File: src/pkg/pwmev_pkg.sv
// constants and types for the pwm timer event, interrupt and protection block
package pwmev_pkg;
    // register indices; byte address is four times the index
    localparam logic [7:0] IDX_CTRLE = 8'h04;
    localparam logic [7:0] IDX_EVCTRLA = 8'h08;
    localparam logic [7:0] IDX_EVCTRLB = 8'h09;
    localparam logic [7:0] IDX_INTEN = 8'h0C;
    localparam logic [7:0] IDX_INTFLAG = 8'h0D;
    localparam logic [7:0] IDX_INPUTA = 8'h10;
    localparam logic [7:0] IDX_INPUTB = 8'h11;
    localparam logic [7:0] IDX_FAULTCTL = 8'h12;
    localparam logic [7:0] IDX_DLYCTL = 8'h14;
    localparam logic [7:0] IDX_DELAY_COUNT_VALUE = 8'h15;
    localparam logic [7:0] IDX_DBGCTL = 8'h1E;
    localparam logic [7:0] IDX_COMPARE_A_SET_VALUE = 8'h28;
    localparam logic [7:0] IDX_COMPARE_A_CLEAR_VALUE = 8'h2A;
    localparam logic [7:0] IDX_COMPARE_B_SET_VALUE = 8'h2C;
    localparam logic [7:0] IDX_COMPARE_B_CLEAR_VALUE = 8'h2E;
    // field positions
    localparam int BIT_CYCLE_END = 0;
    localparam int BIT_TRIG_A = 2;
    localparam int BIT_TRIG_B = 3;
    localparam int BIT_RUN_HALT = 0;
    localparam int BIT_FAULT_HALT = 2;
    localparam int BIT_EDGE = 4;
    localparam int BIT_RELEASE = 2;
    // reset values
    localparam logic [7:0] RST_BYTE = 8'h00;
    localparam logic [11:0] RST_CMP = 12'h000;
    localparam logic [31:0] RST_WORD = 32'h0000_0000;
    // delay select field values
    localparam logic [1:0] DSEL_OFF = 2'h0;
    localparam logic [1:0] DSEL_BLANK = 2'h1;
    localparam logic [1:0] DSEL_EVENT = 2'h2;
    // sleep modes
    localparam logic [1:0] SLP_STANDBY = 2'h2;
    localparam logic [1:0] SLP_PWRDOWN = 2'h3;
    // input fault modes
    localparam logic [3:0] MODE_NONE = 4'h0;
    localparam logic [3:0] MODE_JUMP_OPP_WAIT = 4'h1;
    localparam logic [3:0] MODE_EXEC_OPP_WAIT = 4'h2;
    localparam logic [3:0] MODE_OPP_WHILE = 4'h3;
    localparam logic [3:0] MODE_STOP_KEEP = 4'h4;
    localparam logic [3:0] MODE_DT_WHILE = 4'h5;
    localparam logic [3:0] MODE_JUMP_NEXT_WAIT = 4'h6;
    localparam logic [3:0] MODE_WAIT_SW = 4'h7;
    localparam logic [3:0] MODE_EDGE_JUMP = 4'h8;
    localparam logic [3:0] MODE_EDGE_KEEP = 4'h9;
    localparam logic [3:0] MODE_LEVEL_KEEP = 4'hA;
    // counter-match strobes
    typedef struct packed {
        logic aset;
        logic aclr;
        logic bset;
        logic bclr;
    } pwmev_match_t;
    // fault state of one input channel
    typedef struct packed {
        logic active;
        logic [3:0] action;
    } pwmev_fault_t;
    typedef enum logic [1:0] {
        DLY_IDLE,
        DLY_COUNT,
        DLY_FIRE
    } pwmev_dly_t;
endpackage

File: src/pwmev_top.sv
// event, interrupt, debug and protection logic of the 12-bit pwm timer
//
// Contract
// - four counter-match event outputs: compare A set, A clear, B set, B clear
// - each match strobe lasts exactly one counter clock period
// - programmable event strobe lasts exactly one synchronizer clock period
// - programmable event source selectable among all compare matches, A clear included
// - programmable event delay of 0 to 255 delay-clock cycles
// - blanking shares trigger and delay; when blanking, event is not delayed
// - count delay clocks until equal to delay count, then issue event
// - delay clock is synchronizer clock divided by the delay prescaler
// - each input channel supports level fault actions including wait for software
// - each input channel supports edge actions: stop then jump or keep frequency
// - cycle end flag set at each completed timer cycle
// - input A and input B trigger flags set on their input events
// - interrupt request while enabled and flag set, until flag cleared
// - input A and B trigger requests ORed into one request
// - runs in idle sleep, stops in standby and power-down
// - halts during debug halt unless run-while-halted is set
// - fault-on-halt makes a fault on both inputs for the whole halt in level and wait modes, a one-cycle fault in edge modes
// - fault control writes without a valid unlock are ignored
//
// Chosen here: the register addresses and the APB register port.
`timescale 1ns/1ns
`default_nettype none
module pwmev_top
    import pwmev_pkg::*;
(
    input wire logic pclk,
    input wire logic presetn,
    input wire logic psel,
    input wire logic penable,
    input wire logic pwrite,
    input wire logic [31:0] paddr,
    input wire logic [31:0] pwdata,
    output logic [31:0] prdata,
    output logic pready,
    output logic pslverr,
    input wire logic cnt_tick,
    input wire logic sync_tick,
    input wire logic [11:0] cnt_value,
    input wire logic cycle_done,
    input wire logic [1:0] in_event,
    input wire logic [1:0] sleep_mode,
    input wire logic debug_halt,
    input wire logic unlock_open,
    output pwmev_match_t match_evt,
    output logic prog_evt,
    output logic blank_active,
    output pwmev_fault_t fault_a,
    output pwmev_fault_t fault_b,
    output logic [7:0] fault_ctrl,
    output logic timer_run,
    output logic irq_cycle_end,
    output logic irq_trigger
);
    logic [31:0] prdata_q;
    logic pready_q, pslverr_q;
    logic [7:0] ctrle_q, evctl_q [2], inen_q, inflag_q, inmode_q [2];
    logic [7:0] fault_ctl_q, dlyctl_q, delay_count_value_q, dbgctl_q;
    logic [11:0] cmp_aset_q, cmp_aclr_q, cmp_bset_q, cmp_bclr_q;
    pwmev_match_t match_q, hit;
    logic prog_q, blank_q, run_q, irq_c_q, irq_t_q, early_q;
    pwmev_dly_t dly_q;
    logic [7:0] dly_cnt_q;
    logic [2:0] pre_cnt_q;
    logic [1:0] ev_q, ev_eff, ev_hit, wait_q;
    pwmev_fault_t flt_q [2];
    logic acc, wr, rd_setup, run, sel_hit, dly_tick, halted;
    logic [7:0] idx;

    // true when the word address matches a register index
    function automatic logic at(input logic [7:0] a, input logic [7:0] i);
        at = (a == i);
    endfunction

    // rising or falling edge detection of one input channel
    function automatic logic detect(input logic now, input logic prev, input logic fall);
        detect = fall ? (prev & ~now) : (now & ~prev);
    endfunction

    assign idx = paddr[9:2];
    assign acc = psel & penable & pready_q;
    assign wr = acc & pwrite;
    assign rd_setup = psel & ~penable;
    assign halted = debug_halt & ~dbgctl_q[BIT_RUN_HALT];
    // sleep and debug gating of the counter domain
    assign run = ~(sleep_mode == SLP_STANDBY) & ~(sleep_mode == SLP_PWRDOWN) & ~halted;

    // apb handshake: no wait state, pready rises in the first access cycle
    always_ff @(posedge pclk or negedge presetn) begin
        if (!presetn) begin
            pready_q <= 1'b0;
            pslverr_q <= 1'b0;
            prdata_q <= RST_WORD;
        end else begin
            pready_q <= rd_setup;
            if (rd_setup) begin
                pslverr_q <= 1'b0;
                prdata_q <= RST_WORD;
                case (1'b1)
                    at(idx, IDX_CTRLE): prdata_q[7:0] <= ctrle_q;
                    at(idx, IDX_EVCTRLA): prdata_q[7:0] <= evctl_q[0];
                    at(idx, IDX_EVCTRLB): prdata_q[7:0] <= evctl_q[1];
                    at(idx, IDX_INTEN): prdata_q[7:0] <= inen_q;
                    at(idx, IDX_INTFLAG): prdata_q[7:0] <= inflag_q;
                    at(idx, IDX_INPUTA): prdata_q[7:0] <= inmode_q[0];
                    at(idx, IDX_INPUTB): prdata_q[7:0] <= inmode_q[1];
                    at(idx, IDX_FAULTCTL): prdata_q[7:0] <= fault_ctl_q;
                    at(idx, IDX_DLYCTL): prdata_q[7:0] <= dlyctl_q;
                    at(idx, IDX_DELAY_COUNT_VALUE): prdata_q[7:0] <= delay_count_value_q;
                    at(idx, IDX_DBGCTL): prdata_q[7:0] <= dbgctl_q;
                    at(idx, IDX_COMPARE_A_SET_VALUE): prdata_q[11:0] <= cmp_aset_q;
                    at(idx, IDX_COMPARE_A_CLEAR_VALUE): prdata_q[11:0] <= cmp_aclr_q;
                    at(idx, IDX_COMPARE_B_SET_VALUE): prdata_q[11:0] <= cmp_bset_q;
                    at(idx, IDX_COMPARE_B_CLEAR_VALUE): prdata_q[11:0] <= cmp_bclr_q;
                    default: pslverr_q <= 1'b1;
                endcase
            end
        end
    end

    // plain control registers
    always_ff @(posedge pclk or negedge presetn) begin
        if (!presetn) begin
            ctrle_q <= RST_BYTE;
            evctl_q[0] <= RST_BYTE;
            evctl_q[1] <= RST_BYTE;
            inen_q <= RST_BYTE;
            inmode_q[0] <= RST_BYTE;
            inmode_q[1] <= RST_BYTE;
            dlyctl_q <= RST_BYTE;
            delay_count_value_q <= RST_BYTE;
            dbgctl_q <= RST_BYTE;
            cmp_aset_q <= RST_CMP;
            cmp_aclr_q <= RST_CMP;
            cmp_bset_q <= RST_CMP;
            cmp_bclr_q <= RST_CMP;
        end else begin
            ctrle_q <= RST_BYTE;
            if (wr) begin
                if (at(idx, IDX_CTRLE)) ctrle_q <= pwdata[7:0];
                if (at(idx, IDX_EVCTRLA)) evctl_q[0] <= pwdata[7:0];
                if (at(idx, IDX_EVCTRLB)) evctl_q[1] <= pwdata[7:0];
                if (at(idx, IDX_INTEN)) inen_q <= pwdata[7:0];
                if (at(idx, IDX_INPUTA)) inmode_q[0] <= pwdata[7:0];
                if (at(idx, IDX_INPUTB)) inmode_q[1] <= pwdata[7:0];
                if (at(idx, IDX_DLYCTL)) dlyctl_q <= pwdata[7:0];
                if (at(idx, IDX_DELAY_COUNT_VALUE)) delay_count_value_q <= pwdata[7:0];
                if (at(idx, IDX_DBGCTL)) dbgctl_q <= pwdata[7:0];
                if (at(idx, IDX_COMPARE_A_SET_VALUE)) cmp_aset_q <= pwdata[11:0];
                if (at(idx, IDX_COMPARE_A_CLEAR_VALUE)) cmp_aclr_q <= pwdata[11:0];
                if (at(idx, IDX_COMPARE_B_SET_VALUE)) cmp_bset_q <= pwdata[11:0];
                if (at(idx, IDX_COMPARE_B_CLEAR_VALUE)) cmp_bclr_q <= pwdata[11:0];
            end
        end
    end

    // protected fault control, written only inside an unlock window
    always_ff @(posedge pclk or negedge presetn) begin
        if (!presetn) begin
            fault_ctl_q <= RST_BYTE;
        end else if (wr && at(idx, IDX_FAULTCTL) && unlock_open) begin
            fault_ctl_q <= pwdata[7:0];
        end
    end

    // counter matches
    always_comb begin
        hit.aset = (cnt_value == cmp_aset_q);
        hit.aclr = (cnt_value == cmp_aclr_q);
        hit.bset = (cnt_value == cmp_bset_q);
        hit.bclr = (cnt_value == cmp_bclr_q);
    end

    // match strobes held for one counter clock period
    always_ff @(posedge pclk or negedge presetn) begin
        if (!presetn) begin
            match_q <= '0;
        end else if (cnt_tick) begin
            match_q <= run ? hit : '0;
        end
    end

    // programmable event trigger selection
    always_comb begin
        case (dlyctl_q[3:2])
            2'h0: sel_hit = hit.aset;
            2'h1: sel_hit = hit.aclr;
            2'h2: sel_hit = hit.bset;
            default: sel_hit = hit.bclr;
        endcase
    end

    // delay clock prescaler, divide by 1, 2, 4 or 8
    assign dly_tick = sync_tick & run & (pre_cnt_q == 3'((1 << dlyctl_q[5:4]) - 1));
    always_ff @(posedge pclk or negedge presetn) begin
        if (!presetn) begin
            pre_cnt_q <= 3'h0;
        end else if (dly_q != DLY_COUNT) begin
            pre_cnt_q <= 3'h0;
        end else if (sync_tick && run) begin
            pre_cnt_q <= dly_tick ? 3'h0 : pre_cnt_q + 3'h1;
        end
    end

    // delay sequencer and event strobe of one synchronizer period
    always_ff @(posedge pclk or negedge presetn) begin
        if (!presetn) begin
            dly_q <= DLY_IDLE;
            dly_cnt_q <= RST_BYTE;
            prog_q <= 1'b0;
            blank_q <= 1'b0;
            early_q <= 1'b0;
        end else begin
            if (sync_tick) prog_q <= 1'b0;
            case (dly_q)
                DLY_IDLE: begin
                    dly_cnt_q <= RST_BYTE;
                    if (cnt_tick && run && sel_hit && dlyctl_q[1:0] == DSEL_BLANK) begin
                        dly_q <= (delay_count_value_q == RST_BYTE) ? DLY_FIRE : DLY_COUNT;
                        blank_q <= 1'b1;
                        early_q <= 1'b1;
                    end else if (cnt_tick && run && sel_hit && dlyctl_q[1:0] == DSEL_EVENT) begin
                        dly_q <= (delay_count_value_q == RST_BYTE) ? DLY_FIRE : DLY_COUNT;
                    end
                end
                DLY_COUNT: begin
                    if (dly_tick) begin
                        dly_cnt_q <= dly_cnt_q + 8'h01;
                        if (dly_cnt_q + 8'h01 == delay_count_value_q) dly_q <= DLY_FIRE;
                    end
                end
                DLY_FIRE: begin
                    if (sync_tick && run) begin
                        prog_q <= ~blank_q;
                        blank_q <= 1'b0;
                        dly_q <= DLY_IDLE;
                    end
                end
                default: dly_q <= DLY_IDLE;
            endcase
            // blanking trigger goes out undelayed
            if (sync_tick && early_q) begin
                prog_q <= 1'b1;
                early_q <= 1'b0;
            end
            if (dlyctl_q[1:0] == DSEL_OFF) begin
                blank_q <= 1'b0;
                early_q <= 1'b0;
                dly_q <= DLY_IDLE;
            end
        end
    end

    // input channels with debug fault injection and blanking
    genvar ch;
    generate
        for (ch = 0; ch < 2; ch++) begin : g_in
            assign ev_eff[ch] = in_event[ch] | (debug_halt & dbgctl_q[BIT_FAULT_HALT]);
            assign ev_hit[ch] = detect(ev_eff[ch], ev_q[ch], evctl_q[ch][BIT_EDGE]) & ~blank_q;
            always_ff @(posedge pclk or negedge presetn) begin
                if (!presetn) begin
                    ev_q[ch] <= 1'b0;
                    wait_q[ch] <= 1'b0;
                    flt_q[ch] <= '0;
                end else begin
                    ev_q[ch] <= ev_eff[ch];
                    flt_q[ch].action <= inmode_q[ch][3:0];
                    case (inmode_q[ch][3:0])
                        MODE_OPP_WHILE, MODE_STOP_KEEP, MODE_DT_WHILE, MODE_LEVEL_KEEP:
                            flt_q[ch].active <= ev_eff[ch] & ~blank_q;
                        MODE_JUMP_OPP_WAIT, MODE_EXEC_OPP_WAIT, MODE_JUMP_NEXT_WAIT,
                        MODE_WAIT_SW: begin
                            if (ev_eff[ch] & ~blank_q) wait_q[ch] <= 1'b1;
                            else if (ctrle_q[BIT_RELEASE]) wait_q[ch] <= 1'b0;
                            flt_q[ch].active <= wait_q[ch] | (ev_eff[ch] & ~blank_q);
                        end
                        MODE_EDGE_JUMP, MODE_EDGE_KEEP:
                            flt_q[ch].active <= ev_hit[ch];
                        default: begin
                            wait_q[ch] <= 1'b0;
                            flt_q[ch].active <= 1'b0;
                        end
                    endcase
                end
            end
        end
    endgenerate

    // interrupt flags: set wins over a write-one clear
    always_ff @(posedge pclk or negedge presetn) begin
        if (!presetn) begin
            inflag_q <= RST_BYTE;
        end else begin
            if (wr && at(idx, IDX_INTFLAG)) inflag_q <= inflag_q & ~pwdata[7:0];
            if (cycle_done && run) inflag_q[BIT_CYCLE_END] <= 1'b1;
            if (ev_hit[0]) inflag_q[BIT_TRIG_A] <= 1'b1;
            if (ev_hit[1]) inflag_q[BIT_TRIG_B] <= 1'b1;
        end
    end

    // interrupt requests and run status
    always_ff @(posedge pclk or negedge presetn) begin
        if (!presetn) begin
            irq_c_q <= 1'b0;
            irq_t_q <= 1'b0;
            run_q <= 1'b0;
        end else begin
            irq_c_q <= inen_q[BIT_CYCLE_END] & inflag_q[BIT_CYCLE_END];
            irq_t_q <= (inen_q[BIT_TRIG_A] & inflag_q[BIT_TRIG_A])
                | (inen_q[BIT_TRIG_B] & inflag_q[BIT_TRIG_B]);
            run_q <= run;
        end
    end

    assign prdata = prdata_q;
    assign pready = pready_q;
    assign pslverr = pslverr_q;
    assign match_evt = match_q;
    assign prog_evt = prog_q;
    assign blank_active = blank_q;
    assign fault_a = flt_q[0];
    assign fault_b = flt_q[1];
    assign fault_ctrl = fault_ctl_q;
    assign timer_run = run_q;
    assign irq_cycle_end = irq_c_q;
    assign irq_trigger = irq_t_q;
endmodule // pwmev_top
`default_nettype wire

File: config.mk
export PLATFORM = sky130hd
export DESIGN_NAME = pwmev_top
export DESIGN_NICKNAME = d
export VERILOG_FILES = /design/src/pkg/pwmev_pkg.sv /design/src/pwmev_top.sv
export SDC_FILE = /design/constraint.sdc
export NUM_CORES = 1
export LEC_CHECK = 0
export ABC_AREA = 1
export BUFFER_PORTS_ARGS = -buffer_cell sky130_fd_sc_hd__buf_2
export CORE_ASPECT_RATIO = 1.25
export CORE_MARGIN = 1
export CORE_UTILIZATION = 53
export CTS_BUF_LIST = sky130_fd_sc_hd__clkbuf_4
export DETAILED_ROUTE_END_ITERATION = 12
export PLACE_DENSITY = 0.88
export SYNTH_ARGS = -nofsm -noshare
export SYNTH_HDL_FRONTEND = slang
export SYNTH_SLANG_ARGS = --single-unit
File: constraint.sdc
create_clock -name pclk -period 1.8 [get_ports pclk]
set_clock_uncertainty 0.2 [all_clocks]
set_input_delay 0.36 -clock pclk [delete_from_list [all_inputs] [get_ports pclk]]
set_output_delay 0.36 -clock pclk [all_outputs]
set_load 0.005 [all_outputs]
==> impl_metrics.csv, run 1 <==
group,metric,value,unit
status,status,"finished, violations left",
status,violated_checks,"setup timing",
clocking,clkSlewWorstSetupHoldPaths,150,ps
sta,max_clock_freq,498.4,MHz
layout,syn2layout_area_growth,23.76,%
routing,dr_total_vias,9458,
routing,avgViaCountPerCell,5.788,
clocking,tritoncts_clock_tree,"done",
pwr,power.leakage,5.831,nW
layout,layout.cells.non_filler,1634,
pwr,vdd_ir_drop_max,495.7,uV
routing,drt-initial-drc-count,803,
global_route,grt_use_met2,52.57,%
pwr,pwr_density_cell,617.9,mW/mm^2
global_route,grtUsageMet1,36.15,%
sta,final_setup_viols,5,
global_route,met3_usage,5.672,%
critical_path,crit_path_max_fanout,2,
floorplan,chipWidth,122.7,um
synth,number_of_enable_type_register_cells_in_the_synthesized_netlist,0,
synth,post_synth_most_frequent_cells,"sky130_fd_sc_hd__nand2_1, sky130_fd_sc_hd__dfrtp_1, sky130_fd_sc_hd__o21ai_0, sky130_fd_sc_hd__nor2_1, sky130_fd_sc_hd__inv_1",
routing,detail-route-antenna-nets,0,
global_route,grt_remaining_overflow,0,
global_route,grt_first_pass_wirelength,45110,um
synth,synth_largest_type_area_fraction,48.45,%
synth,main_combinational_cell_family_by_area_after_synthesis,"simple AND/OR/NAND/NOR gates",
synth,post_synth_inst_count,1173,
sta,final-max-slew-violation-count,0,
synth,synthesis.yosys.warnings,0,
routing,avgRoutedWirePerCell,18.01,um
synth,synth_cell_types,46,
synth,yosys-top-cells-area,"sky130_fd_sc_hd__dfrtp_1, sky130_fd_sc_hd__nand2_1, sky130_fd_sc_hd__o21ai_0",
global_route,largest_net_degree_at_the_start_of_global_routing,58,
routing,drt-pass1-iter-count,6,
global_route,grt_pass1_vias,9218,
placement,detailedPlacementHpwl,19790,um
global_route,global_route.usage.total,31.50,%
placement,dp.cells,1563,
synth,synth_simple_gate_area_share,26.71,%
critical_path,crit_path_end_kind,"register",
clocking,clk_latency,600,ps
critical_path,type_of_the_worst_setup_path,"reg2reg",
synth,syn-cell-area,0.009658,mm^2
hold_path,min_path_type,"in2reg",
clocking,cts_buffers,17,
synth,asyncSetResetFlopFracSynth,100.0,%
placement,dpl-instance-area,0.01108,mm^2
job,max-cap-violations,0,
floorplan,num_rows,54,
routing,drc_errors,0,
floorplan,die_height,152.9,um
global_route,grt_antenna_before_repair,1,
synth,synthFlopType,"sky130_fd_sc_hd__dfrtp_1",
clocking,clk_root_buffer_cell,"sky130_fd_sc_hd__clkbuf_4",
placement,gp_congestion,0.9570,
sta,finalCriticalPeriod,2006,ps
synth,avgSynthCellArea,8.234,um^2
layout,design.final.nets,1489,
layout,fillers,1254,
layout,drive_gt1_share,27.32,%
sta,setup_repair_after_global_routing_missed_its_margin,"true",
synth,sequential_share_of_the_synthesized_area,48.45,%
floorplan,top_level_pins,151,
clocking,clock_sinks,187,
floorplan,floorplan_die_area,0.01877,mm^2
synth,synth-compound-area-share,12.23,%
synth,synth.mux.area_fraction,0,%
critical_path,startpoint_type,"register",
layout,layout.cell_area.non_filler,0.01195,mm^2
synth,post_synth_fa_ha_maj_area_fraction,0.2591,%
sta,totalNegativeSetupSlack,-707.8,ps
synth,synth_most_common_cell,"sky130_fd_sc_hd__nand2_1",
global_route,top_usage_layer,"met2",
sta,final_min_period_over_clock_period,111.5,%
synth,synth_xor_xnor_area_share,4.534,%
floorplan,core_region_area,0.01763,mm^2
clocking,clockBufferDepth,2,
floorplan,initial_util,54.77,%
sta,worst_slack,-206.2,ps
critical_path,worst_path_arrival_time,2340,ps
placement,portBuffers,85,
synth,synthDominantAreaCellType,"sky130_fd_sc_hd__dfrtp_1",
clocking,h-tree-depth,4,
synth,ys_seq_elements,187,
sta,hold_viol,0,
critical_path,worst_path_required,2130,ps
routing,drt-total-wl,29430,um
-- final timing paths --
kind	from	to	slack, ps	cells past startpoint
worst max-delay path	cmp_bset_q[11]	dly_q[0]	-210	12
worst min-delay path	pwdata[3]	cmp_aclr_q[3]	40	4
worst max register to register	cmp_bset_q[11]	dly_q[0]	-210	12
worst min register to register	inmode_q[8]	fault_a[0]	260	0
max in group asynchronous	presetn	dly_cnt_q[7]	250	4
min in group asynchronous	presetn	prdata[3]	540	3
-- flip-flops by register name, indices dropped and copies added (netlist names), 3 cells and up --
register,cells
dlyctl_q,8
inflag_q,8
inen_q,8
fault_b,5
delay_count_value_q,8
match_evt,4
cmp_bset_q,12
fault_ctrl,8
cmp_aclr_q,12
cmp_aset_q,12
pre_cnt_q,3
ctrle_q,8
dbgctl_q,8
cmp_bclr_q,12
fault_a,5
dly_cnt_q,8
prdata,12
evctl_q,16
inmode_q,16
-- critical path: stages (launching register included) --
cell and delay (ps):
sky130_fd_sc_hd__dfrtp_1 410, sky130_fd_sc_hd__xor2_1 150, sky130_fd_sc_hd__nor2_1 150, sky130_fd_sc_hd__nand2_1 130, sky130_fd_sc_hd__nor2_2 200, sky130_fd_sc_hd__nand3_1 100
sky130_fd_sc_hd__nand2_1 70, sky130_fd_sc_hd__inv_1 40, sky130_fd_sc_hd__nand2_2 90, sky130_fd_sc_hd__nand3_1 80, sky130_fd_sc_hd__nand2_1 110, sky130_fd_sc_hd__nand2_1 80
sky130_fd_sc_hd__a21oi_2 110
-- cells by family (layout without fill, tap and decap cells) --
| family | after synthesis | count (layout) |
|---|---|---|
| XOR/XNOR | 50 | 50 |
| other | 1 | 21 |
| flip-flops | 187 | 187 |
| AO/OA/AOI/OAI | 215 | 215 |
| adder cells (fa/ha/maj) | 2 | 2 |
| AND/OR/NAND/NOR | 558 | 558 |
| buffers and inverters | 160 | 377 |
-- per-stage QoR --
stage,utilization (%),power (mW),hold WS (ps),worst slack [ps]
3_3_place_gp,62.84,4.912,60.75,-332.3
4_1_cts,66.34,7.344,0.5602,-70.88
3_5_place_dp,62.84,4.929,67.02,-361.7
2_1_floorplan,-,4.604,-135.6,48.18
5_1_grt,67.78,7.598,13.68,-276.8
6_report,67.78,7.385,38.44,-206.2
-- cell usage in the layout (no fill, tap or decap), drive strengths merged, types with 2 or more instances in the layout --
master / instances
a21oi: 40
clkbuf: 20
nor3b: 3
or2: 8
o22ai: 8
clkinv: 5
bufinv: 3
xor2: 24
dfrtp: 187
dlygate4sd3: 22
conb: 20
nand2: 324
nor3: 26
nor4: 4
nor2: 101
a32o: 4
ha: 2
o21ai: 153
xnor2: 26
a221oi: 2
o21a: 3
nand3: 58
nand4: 31
buf: 222
nand3b: 2
inv: 103
-- repair_timing --
| item | in CTS | in global routing |
|---|---|---|
| setup endpoints to repair | 5 | 24 |
| pin swaps | 12 | 28 |
| buffers inserted | 5 | 13 |
| hold buffers | 23 | 0 |
| gates cloned | 0 | 0 |
| hold endpoints to repair | 239 | 0 |
| gates resized for setup | 15 | 47 |
-- final cells by class --
type	instances	area (um^2)	area share, %
antenna	1	2.502	0.02094
clock buffer	20	150.1	1.256
clock inverter	11	145.1	1.214
inverter	101	381.6	3.193
multi-input combinational	845	4496	37.61
sequential	187	4686	39.20
tap	224	280.3	2.345
timing repair buffer	245	1812	15.16
-- power breakdown --
group          total, mW  leakage (nW)  internal, mW  switching, mW
Combinational      0.679          3.10         0.256          0.423
Clock               2.46         0.159          1.00           1.45
Sequential          4.25          2.57          4.23         0.0205
-- per-layer routing --
| metal | routed length [um] | up-vias |
|---|---|---|
| met5 | 0 | - |
| met4 | 2131 | 0 |
| met3 | 2699 | 181 |
| met2 | 14550 | 596 |
| met1 | 10040 | 4436 |
| li1 | - | 4245 |
Note: power is estimated with default switching activity, not from simulation.
==> inputs of run 2 (changes only) <==
CORE_UTILIZATION = 59   (was 53)
PLACE_DENSITY = 0.93   (was 0.88)
clock period = 2.19 ns   (was 1.8 ns; I/O delays follow)
==> run 2 against run 1 <==
The flow now finishes without violations. Critical path depth down 6. Die area down 10%. Maximum frequency down 2.8%. Final cell count down 6.0%. Critical endpoint is now fault_b[4]. Highest routed layer unchanged.
==> impl_metrics.csv, run 2 (synthesized netlist as in run 1, its figures left out) <==
group,metric,value,unit
clocking,clk_latency,590,ps
clocking,clkSlewWorstSetupHoldPaths,140,ps
critical_path,worst_r2r_startpoint,"dbgctl_q[2]",
floorplan,die_height,145.0,um
clocking,tritoncts_clock_tree,"done",
placement,portBuffers,85,
placement,detailedPlacementHpwl,18730,um
critical_path,crit_path_max_fanout,4,
layout,drive_gt1_share,19.20,%
pwr,power.leakage,5.327,nW
layout,fillers,1100,
critical_path,startpoint_type,"register",
global_route,grt_pass1_vias,8807,
clocking,h-tree-depth,4,
layout,syn2layout_area_growth,13.76,%
global_route,largest_net_degree_at_the_start_of_global_routing,42,
routing,drt-initial-drc-count,752,
floorplan,num_rows,51,
status,status,"completed",
layout,biggest_registers_after_layout,"evctl_q x16, inmode_q x16",
clocking,cts_buffers,17,
global_route,global_route.usage.total,33.13,%
layout,most_common_cell_after_layout_fill_and_taps_aside,"sky130_fd_sc_hd__nand2_1",
job,max-cap-violations,0,
critical_path,crit_path_end_kind,"register",
routing,dr_total_vias,8912,
layout,layout.cells.non_filler,1536,
sta,worst_hold_slack,61.96,ps
routing,drt-pass1-iter-count,5,
floorplan,chipWidth,116.4,um
pwr,vdd_ir_drop_max,420.6,uV
global_route,grt_remaining_overflow,0,
layout,design.final.nets,1403,
floorplan,initial_util,61.28,%
sta,finalCriticalPeriod,2064,ps
sta,final_setup_viols,0,
clocking,clk_root_buffer_cell,"sky130_fd_sc_hd__clkbuf_4",
routing,avgViaCountPerCell,5.802,
routing,detail-route-antenna-nets,0,
floorplan,top_level_pins,151,
floorplan,core_region_area,0.01576,mm^2
routing,drt-total-wl,26510,um
sta,final_min_period_over_clock_period,94.25,%
sta,final-max-slew-violation-count,0,
routing,drc_errors,0,
hold_path,min_path_type,"in2reg",
critical_path,worst_path_arrival_time,2380,ps
global_route,grt_antenna_before_repair,1,
critical_path,startpoint,"dbgctl_q[2]",
floorplan,floorplan_die_area,0.01689,mm^2
layout,final_cell_mix,"sky130_fd_sc_hd__nand2_1, sky130_fd_sc_hd__dfrtp_1, sky130_fd_sc_hd__o21ai_0",
sta,max_clock_freq,484.5,MHz
sta,hold_viol,0,
clocking,clockBufferDepth,2,
clocking,cts.repair_timing.setup_buffer_count,0,
global_route,grt_first_pass_wirelength,42730,um
critical_path,worst_path_required,2510,ps
placement,dp.cells,1489,
routing,avgRoutedWirePerCell,17.26,um
hold_path,hold_path.startpoint,"psel",
pwr,power,5.789,mW
pwr,pwr_density_cell,526.9,mW/mm^2
sta,tightestPinTransition,715.1,ps
sta,slew_headroom,52.27,%
placement,gp_congestion,0.9662,
clocking,clock_sinks,187,
critical_path,reg2reg_setup_slack,130,ps
critical_path,type_of_the_worst_setup_path,"reg2reg",
==> run 2: cell count changes in the layout (fill, tap and decap cells not counted), sizes merged <==
cell	previous run	this run
dlygate4sd3	22	15
clkbuf	20	19
bufinv	3	2
buf	222	144
dlymetal6s4s	1	0
inv	103	101
clkinv	5	9
==> run 2: repair_timing <==
action | 4_1_cts | 5_1_grt
endpoints found under the setup margin | 0 | 1
hold buffers | 15 | 0
hold endpoints to repair | 215 | 0
resized for setup | 0 | 2
==> run 2: layout make-up <==
class	count	area, um^2	area share (%)
antenna	1	2.502	0.02278
multi-input combinational	845	4309	39.22
timing repair buffer	159	1100	10.01
tap	212	265.3	2.414
sequential	187	4679	42.59
clock buffer	19	142.6	1.298
inverter	101	381.6	3.473
clock inverter	12	106.4	0.9680
==> run 2: through the flow <==
stage | worst slack (ps) | TNS (ps) | area [um^2] | util, %
after global placement | -41.02 | -113.5 | 10580 | 67.10
final | 125.9 | 0 | 10990 | 69.71
after CTS | 98.90 | 0 | 10970 | 69.63
after detailed placement | -76.88 | -299.5 | 10580 | 67.10
after floorplan | 378.6 | 0 | 9729 | -
after global routing | -9.330 | -9.330 | 10990 | 69.71
==> run 2: worst max-delay path, stage by stage (launching register included) <==
cell,delay [ps]
sky130_fd_sc_hd__dfrtp_1,480
sky130_fd_sc_hd__a21oi_2,240
sky130_fd_sc_hd__dlygate4sd3_1,580
sky130_fd_sc_hd__inv_1,60
sky130_fd_sc_hd__o21ai_0,70
sky130_fd_sc_hd__nand3_1,150
sky130_fd_sc_hd__o22ai_2,210
==> run 2: path summary, 6_finish.rpt <==
check / depth (start not counted) / end
setup / recovery: 6 / fault_b[4]
hold reg to reg: 0 / fault_a[0]
hold / removal: 4 / pready
min in group asynchronous: 2 / dly_cnt_q[6]
setup reg to reg: 6 / fault_b[4]
max in group asynchronous: 3 / cmp_bset_q[4]
==> run 2: power breakdown <==
part / internal [mW] / switching [mW]
Combinational: 0.169 / 0.325
Sequential: 3.47 / 0.0174
Clock: 0.669 / 1.13
Total: 4.31 / 1.48
==> run 2: per-layer routing <==
| layer | global-route usage (%) | vias to the layer above | wire length, um |
|---|---|---|---|
| met1 | 38.61 | 4229 | 9466 |
| met5 | 0 | - | 0 |
| li1 | - | 4072 | - |
| met4 | 19.68 | 0 | 1553 |
| met2 | 55.24 | 493 | 13340 |
| met3 | 7.018 | 118 | 2152 |
